### src/common/ftr_defines.vh
`ifndef FTR_DEFINES_VH
`define FTR_DEFINES_VH

// TAP controller state codes
`define FTR_ST_TLR      4'h0
`define FTR_ST_RTI      4'h1
`define FTR_ST_SEL_DR   4'h2
`define FTR_ST_CAP_DR   4'h3
`define FTR_ST_SH_DR    4'h4
`define FTR_ST_EX1_DR   4'h5
`define FTR_ST_PAU_DR   4'h6
`define FTR_ST_EX2_DR   4'h7
`define FTR_ST_UPD_DR   4'h8
`define FTR_ST_SEL_IR   4'h9
`define FTR_ST_CAP_IR   4'ha
`define FTR_ST_SH_IR    4'hb
`define FTR_ST_EX1_IR   4'hc
`define FTR_ST_PAU_IR   4'hd
`define FTR_ST_EX2_IR   4'he
`define FTR_ST_UPD_IR   4'hf

// Instruction register layout and codes
`define FTR_IR_WIDTH    4
`define FTR_IR_CAPTURE  4'h1
`define FTR_IR_IDCODE   4'h2
`define FTR_IR_BYPASS   4'hf

// Identification register
`define FTR_ID_WIDTH    32
`define FTR_ID_RESET    32'h0000_0001

// Consecutive mode-select highs that force the TAP into reset
`define FTR_TMS_RESET_COUNT 3'h5

`endif

### src/hw/ftr_sync.v
`timescale 1ns/1ns
module ftr_sync #(
  parameter WIDTH = 4
) (
  input  wire             sys_clk_i,
  input  wire             rstn_i,
  input  wire [WIDTH-1:0] async_i,
  input  wire [WIDTH-1:0] reset_val_i,
  output wire [WIDTH-1:0] sync_o
);

  reg [WIDTH-1:0] stage1;
  reg [WIDTH-1:0] stage2;

  genvar g;
  generate
    for (g = 0; g < WIDTH; g = g + 1) begin : g_bit
      // Reset value is a tie-off, taken synchronously so no port feeds an async reset
      always @(posedge sys_clk_i) begin
        if (!rstn_i) begin
          stage1[g] <= reset_val_i[g];
          stage2[g] <= reset_val_i[g];
        end else begin
          stage1[g] <= async_i[g];
          stage2[g] <= stage1[g];
        end
      end
    end
  endgenerate

  assign sync_o = stage2;

endmodule

### src/hw/ftr_tap.v
`timescale 1ns/1ns
`include "ftr_defines.vh"
// Function
// - Serial test data output changes only on a falling test clock edge or an asserted test or system reset.
// - Test data output floats except in the two shifting states.
// - Test data output comes from instruction, identification or bypass register.
// - Mode select steers every TAP state transition except a test or system reset.
// - Asserted test reset forces the TAP to reset without a test clock edge.
// - Five consecutive mode-select highs on test clock reset the TAP.
// - FIFO data outputs float until the TAP has been properly reset.
// - Mode select and test data in are sampled on rising test clock.
module ftr_tap #(
  parameter DATA_WIDTH = 36,
  parameter [`FTR_ID_WIDTH-1:0] ID_CODE = `FTR_ID_RESET // Arbitrary neutral value
) (
  input  wire                     sys_clk_i,
  input  wire                     rstn_i,
  input  wire                     tck_i,
  input  wire                     tms_i,
  input  wire                     tdi_i,
  input  wire                     trst_n_i,
  input  wire [DATA_WIDTH-1:0]    fifo_q_i,
  output reg  [DATA_WIDTH-1:0]    fifo_q_o,
  output reg                      fifo_q_oe_n_o,
  output reg                      tdo_o,
  output reg                      tdo_oe_n_o,
  output wire [3:0]               tap_state_o,
  output reg                      tap_reset_done_o
);

  localparam IRW = `FTR_IR_WIDTH;
  localparam IDW = `FTR_ID_WIDTH;

  wire [3:0] pins_s;
  wire       tck_s;
  wire       tms_s;
  wire       tdi_s;
  wire       trst_n_s;

  reg        tck_d;
  reg  [3:0] state;
  reg  [3:0] next_state;
  reg  [2:0] tms_cnt;
  reg  [IRW-1:0] ir;
  reg  [IRW-1:0] ir_sh;
  reg  [IDW-1:0] id_sh;
  reg        bypass_bit;

  wire       tck_rise;
  wire       tck_fall;
  wire       sel_id;
  wire       shifting;
  wire       tms_reset_hit;

  // All four pins cross together so their relative timing is kept
  // Reset values are the idle pin levels: an asserted test reset here would
  // otherwise fake a proper TAP reset right after system reset
  ftr_sync #(
    .WIDTH (4)
  ) u_sync (
    .sys_clk_i   (sys_clk_i),
    .rstn_i      (rstn_i),
    .async_i     ({trst_n_i, tdi_i, tms_i, tck_i}),
    .reset_val_i (4'he),
    .sync_o      (pins_s)
  );

  assign tck_s    = pins_s[0];
  assign tms_s    = pins_s[1];
  assign tdi_s    = pins_s[2];
  assign trst_n_s = pins_s[3];

  always @(posedge sys_clk_i) begin
    if (!rstn_i) begin
      tck_d <= 1'b0;
    end else begin
      tck_d <= tck_s;
    end
  end

  assign tck_rise = tck_s & ~tck_d;
  assign tck_fall = ~tck_s & tck_d;

  assign shifting = (state == `FTR_ST_SH_DR) || (state == `FTR_ST_SH_IR);
  assign sel_id   = (ir == `FTR_IR_IDCODE);
  assign tap_state_o = state;

  // Fourth consecutive high already counted plus this one makes five
  assign tms_reset_hit = tck_rise && tms_s && (tms_cnt == `FTR_TMS_RESET_COUNT - 3'h1);

  always @* begin
    next_state = state;
    case (state)
      `FTR_ST_TLR: begin
        next_state = tms_s ? `FTR_ST_TLR : `FTR_ST_RTI;
      end
      `FTR_ST_RTI: begin
        next_state = tms_s ? `FTR_ST_SEL_DR : `FTR_ST_RTI;
      end
      `FTR_ST_SEL_DR: begin
        next_state = tms_s ? `FTR_ST_SEL_IR : `FTR_ST_CAP_DR;
      end
      `FTR_ST_CAP_DR: begin
        next_state = tms_s ? `FTR_ST_EX1_DR : `FTR_ST_SH_DR;
      end
      `FTR_ST_SH_DR: begin
        next_state = tms_s ? `FTR_ST_EX1_DR : `FTR_ST_SH_DR;
      end
      `FTR_ST_EX1_DR: begin
        next_state = tms_s ? `FTR_ST_UPD_DR : `FTR_ST_PAU_DR;
      end
      `FTR_ST_PAU_DR: begin
        next_state = tms_s ? `FTR_ST_EX2_DR : `FTR_ST_PAU_DR;
      end
      `FTR_ST_EX2_DR: begin
        next_state = tms_s ? `FTR_ST_UPD_DR : `FTR_ST_SH_DR;
      end
      `FTR_ST_UPD_DR: begin
        next_state = tms_s ? `FTR_ST_SEL_DR : `FTR_ST_RTI;
      end
      `FTR_ST_SEL_IR: begin
        next_state = tms_s ? `FTR_ST_TLR : `FTR_ST_CAP_IR;
      end
      `FTR_ST_CAP_IR: begin
        next_state = tms_s ? `FTR_ST_EX1_IR : `FTR_ST_SH_IR;
      end
      `FTR_ST_SH_IR: begin
        next_state = tms_s ? `FTR_ST_EX1_IR : `FTR_ST_SH_IR;
      end
      `FTR_ST_EX1_IR: begin
        next_state = tms_s ? `FTR_ST_UPD_IR : `FTR_ST_PAU_IR;
      end
      `FTR_ST_PAU_IR: begin
        next_state = tms_s ? `FTR_ST_EX2_IR : `FTR_ST_PAU_IR;
      end
      `FTR_ST_EX2_IR: begin
        next_state = tms_s ? `FTR_ST_UPD_IR : `FTR_ST_SH_IR;
      end
      `FTR_ST_UPD_IR: begin
        next_state = tms_s ? `FTR_ST_SEL_DR : `FTR_ST_RTI;
      end
      default: begin
        next_state = `FTR_ST_TLR;
      end
    endcase
  end

  // Test reset acts as a level on every system clock, with no test clock edge needed
  always @(posedge sys_clk_i) begin
    if (!rstn_i || !trst_n_s) begin
      state <= `FTR_ST_TLR;
    end else if (tms_reset_hit) begin
      state <= `FTR_ST_TLR;
    end else if (tck_rise) begin
      state <= next_state;
    end
  end

  always @(posedge sys_clk_i) begin
    if (!rstn_i || !trst_n_s) begin
      tms_cnt <= 3'h0;
    end else if (tck_rise) begin
      if (!tms_s || tms_reset_hit) begin
        tms_cnt <= 3'h0;
      end else begin
        tms_cnt <= tms_cnt + 3'h1;
      end
    end
  end

  // Power-up leaves the TAP unqualified; only a test reset or the five-high
  // sequence qualifies it, so system reset alone keeps the FIFO outputs off
  always @(posedge sys_clk_i) begin
    if (!rstn_i) begin
      tap_reset_done_o <= 1'b0;
    end else if (!trst_n_s || tms_reset_hit) begin
      tap_reset_done_o <= 1'b1;
    end
  end

  always @(posedge sys_clk_i) begin
    if (!rstn_i) begin
      fifo_q_o      <= {DATA_WIDTH{1'b0}};
      fifo_q_oe_n_o <= 1'b1;
    end else begin
      fifo_q_o      <= fifo_q_i;
      fifo_q_oe_n_o <= ~tap_reset_done_o;
    end
  end

  always @(posedge sys_clk_i) begin
    if (!rstn_i || !trst_n_s) begin
      ir    <= `FTR_IR_IDCODE;
      ir_sh <= {IRW{1'b0}};
    end else if (tck_rise) begin
      case (state)
        `FTR_ST_TLR: begin
          ir <= `FTR_IR_IDCODE;
        end
        `FTR_ST_CAP_IR: begin
          ir_sh <= `FTR_IR_CAPTURE;
        end
        `FTR_ST_SH_IR: begin
          ir_sh <= {tdi_s, ir_sh[IRW-1:1]};
        end
        `FTR_ST_UPD_IR: begin
          ir <= ir_sh;
        end
        default: begin
          ir <= ir;
        end
      endcase
    end
  end

  // Unsupported instructions fall back to the bypass bit
  always @(posedge sys_clk_i) begin
    if (!rstn_i || !trst_n_s) begin
      id_sh      <= {IDW{1'b0}};
      bypass_bit <= 1'b0;
    end else if (tck_rise) begin
      if (state == `FTR_ST_CAP_DR) begin
        id_sh      <= ID_CODE;
        bypass_bit <= 1'b0;
      end else if (state == `FTR_ST_SH_DR) begin
        if (sel_id) begin
          id_sh <= {tdi_s, id_sh[IDW-1:1]};
        end else begin
          bypass_bit <= tdi_s;
        end
      end
    end
  end

  // State is stable at the falling edge, so output and enable both follow it there
  always @(posedge sys_clk_i) begin
    if (!rstn_i || !trst_n_s) begin
      tdo_o      <= 1'b0;
      tdo_oe_n_o <= 1'b1;
    end else if (tck_fall) begin
      tdo_oe_n_o <= ~shifting;
      if (state == `FTR_ST_SH_IR) begin
        tdo_o <= ir_sh[0];
      end else if (sel_id) begin
        tdo_o <= id_sh[0];
      end else begin
        tdo_o <= bypass_bit;
      end
    end
  end

endmodule
### config.mk
export PLATFORM = sky130hd
export DESIGN_NAME = ftr_tap
export DESIGN_NICKNAME = d
export VERILOG_FILES = /design/src/hw/ftr_sync.v /design/src/hw/ftr_tap.v
export VERILOG_INCLUDE_DIRS = /design/src /design/src/common
export SDC_FILE = /design/constraint.sdc
export NUM_CORES = 1
export LEC_CHECK = 0
export ABC_AREA = 1
export BUFFER_PORTS_ARGS = -buffer_cell sky130_fd_sc_hd__buf_4
export CAP_MARGIN = 5
export CELL_PAD_IN_SITES_DETAIL_PLACEMENT = 1
export CELL_PAD_IN_SITES_GLOBAL_PLACEMENT = 1
export CORE_UTILIZATION = 39
export DETAILED_ROUTE_END_ITERATION = 16
export PLACE_DENSITY = 0.76
export SYNTH_ARGS = -nofsm -noshare
export SYNTH_HDL_FRONTEND = slang
export SYNTH_SLANG_ARGS = --single-unit
### constraint.sdc
create_clock -name sys_clk_i -period 1.65 [get_ports sys_clk_i]
set_input_delay 0.2475 -clock sys_clk_i [delete_from_list [all_inputs] [get_ports sys_clk_i]]
set_output_delay 0.2475 -clock sys_clk_i [all_outputs]
set_load 0.02 [all_outputs]
==> out/results.ini <==
[outcome]
run_status = finished clean

[drt]
dr.first_iter.drc_count = 122
ant_nets = 0
routed_wl_um = 8573
detail_route.vias_per_cell = 4.699
num_vias = 3059
drc_errors = 0
routedWlPerCell_um = 13.17
dr.pass1.iters = 4

[sta]
slew_violations = 0
hold_viol_final = 0
slew_headroom_pct = 75.54
finClkSkew_ps = 9.365
fin_tns_setup_ps = 0
max_freq_mhz = 659.8
worstMarginPinSlew_ps = 366.9
fin_crit_sh_pct = 91.86
rsz0062_at_grt = false
setup_violations = 0
finalCriticalPeriod_ps = 1516

[clock_network]
path_clk_slew_ps = 100
cts_buffers = 9
holdBufCountCts = 0
clk_latency_ps = 360
clockRootBuffer = clkbuf_8
cts-htree-levels = 3
clock-sinks = 97
cts_buffer_depth = 2
cts_tree = built

[floorplan]
ios = 86
die_h_um = 99.10
core_um2 = 9196
die_w_um = 99.10
fp-row-count = 35
die-area_um2 = 9821
start_util_pct = 39.99

[synth]
synth_fp_nets = 485
ys_warn_count = 0
synth_cell_type_count = 30
netlist_instances = 441
synth-seq-area-share_pct = 52.81
synth_area_um2 = 3677
synth_seq_cells = 97
synth_area_per_cell_um2 = 8.338

[critical_path]
endpoint_kind = flip-flop
cpMaxStageDelayCell = dfxtp_1
worst_path_largest_cell_delay_ps = 400
r2r_slack_ps = 130
path_class = flip-flop to flip-flop
cp-startpoint = tap_state_o[2]$_SDFFE_PP0P_
cp_max_fo = 5
crit_required_ps = 1890
crit_path_frequent_cell = nand2_1
arrival_ps = 1760
r2r_start = tap_state_o[2]$_SDFFE_PP0P_
setup.worst_path.start_class = flip-flop
crit_chain = buf_4 -> nand2_1 -> inv_1 -> nand2_1 -> a21oi_1 -> inv_1 -> nand2_1 -> a21oi_1

[power]
worst_ir_drop_vdd_uv = 473.9
p_total_mw = 4.683
static-leakage-power_nw = 2.230
powerDensity_nw_per_um2 = 987.9

[job]
maxCapViolCount = 0

[worst_hold_path]
worstHoldStart = fifo_q_i[2]
min_path_type = input pin to flip-flop

[global_route]
grt_pass1_vias = 3161
antenna_found_initial = 0
overflow = 0
grt_usage_pct = 18.71
grt_max_degree = 40
grt_pass1_wl_um = 14660

[layout]
final_util_pct = 51.55
fillCellCount = 1090
area_growth_pct = 28.92
layout_commonest_cell = nand2_1
diodes = 0
layout_common_cells = nand2_1 (114), buf_4 (97), dfxtp_1 (96)
drive_gt1_share_pct = 37.04
nets = 579

[placed_design]
hpwl_um = 6279
numPortBuffers = 85
routabilityCongestion = 0.8667

-- per-layer routing --
metal | vias up | routed length [um] | GRT usage (%)
met1 | 1444 | 3881 | 22.26
met4 | 0 | 97 | 6.109
met2 | 62 | 4146 | 32.44
met5 | - | 0 | 0
met3 | 7 | 448 | 5.552
li1 | 1546 | - | -
-- power breakdown --
part	leakage (nW)	internal, mW	switching (mW)	total (mW)
sequential	0.794	2.40	0.0239	2.43
clock	0.121	1.02	0.861	1.88
combinational	1.31	0.167	0.205	0.373
-- cell type report --
cell class	count	area (um^2)	area share (%)
Tap cell	111	138.9	2.930
Timing Repair Buffer	99	768.2	16.20
Sequential cell	97	1943	40.99
Clock inverter	7	123.9	2.613
Multi-Input combinational cell	267	1401	29.56
Inverter	61	241.5	5.094
Clock buffer	9	123.9	2.613
-- flip-flops by register name, summed over array words and instances, names as in the netlist, 3 cells and up --
| register | flops |
|---|---|
| fifo_q_o | 36 |
| u_sync.stage1 | 4 |
| tap_state_o | 4 |
| tms_cnt | 3 |
| u_sync.sync_o | 4 |
| id_sh | 32 |
| ir | 4 |
| ir_sh | 4 |
-- critical path: cells and delay by family (launching register included) --
| kind | cells | cell delay, ps |
|---|---|---|
| AOI/OAI and AO/OA | 2 | 320 |
| buffers and inverters | 3 | 380 |
| DFF | 1 | 400 |
| and+or+nand+nor | 3 | 300 |
-- synthesized netlist by cell type --
master | n | area, um^2
a31oi_1 | 3 | 18.77
o211ai_1 | 1 | 7.510
and2_1 | 1 | 6.260
buf_4 | 1 | 7.510
nand2_4 | 1 | 11.26
o21ai_1 | 1 | 5.000
buf_2 | 4 | 20.02
nand2_2 | 34 | 212.7
clkbuf_1 | 6 | 22.52
dfxtp_1 | 97 | 1942
a21oi_1 | 18 | 90.09
ha_1 | 2 | 25.02
nand2_1 | 115 | 431.7
a21oi_2 | 30 | 262.8
o21ai_0 | 10 | 50.05
nand3b_1 | 1 | 7.510
inv_6 | 1 | 8.760
a211oi_1 | 2 | 15.01
inv_2 | 3 | 11.26
nand3_1 | 13 | 65.06
inv_1 | 57 | 214.0
or2_2 | 7 | 43.79
a32oi_1 | 1 | 8.760
nand4_1 | 2 | 12.51
buf_12 | 3 | 60.06
buf_1 | 2 | 7.510
a22oi_1 | 1 | 7.510
nor2_2 | 4 | 25.02
o22ai_1 | 1 | 6.260
nor2_1 | 19 | 71.32
-- worst paths after layout --
check / depth (start not counted) / endpoint
setup / recovery: 8 / ir[3]$_SDFFE_PP0P_
hold / removal: 3 / fifo_q_o[2]$_SDFF_PN0_
setup reg to reg: 8 / ir[3]$_SDFFE_PP0P_
hold reg to reg: 1 / u_sync.sync_o[2]$_SDFF_PN1_
-- per-stage QoR --
stage | cell area (um^2) | cells | hold WS, ps | setup WS, ps
6_report | 4741 | 651 | 56.81 | 134.3
5_1_grt | 4741 | 651 | 40.40 | 7.706
4_1_cts | 4717 | 651 | 37.40 | 13.67
3_5_place_dp | 4469 | 635 | 395.1 | 64.03
3_3_place_gp | 4469 | 635 | 385.4 | 68.42
2_1_floorplan | 3677 | 441 | 345.1 | 91.87
-- kinds of logic after synthesis --
| group | share of synthesized area [%] |
|---|---|
| simple gates | 24.12 |
| compound gates | 12.83 |
| fa+ha+maj | 0.6804 |
| buf+inv | 9.561 |
| flops | 52.81 |
-- repair_timing --
item | CTS | global route
endpoints found under the hold margin | 0 | 0
setup endpoints to repair | 0 | 38
setup buffers | 0 | 0
gates resized for setup | 0 | 7
No activity file was read; power rests on OpenSTA's default activity.
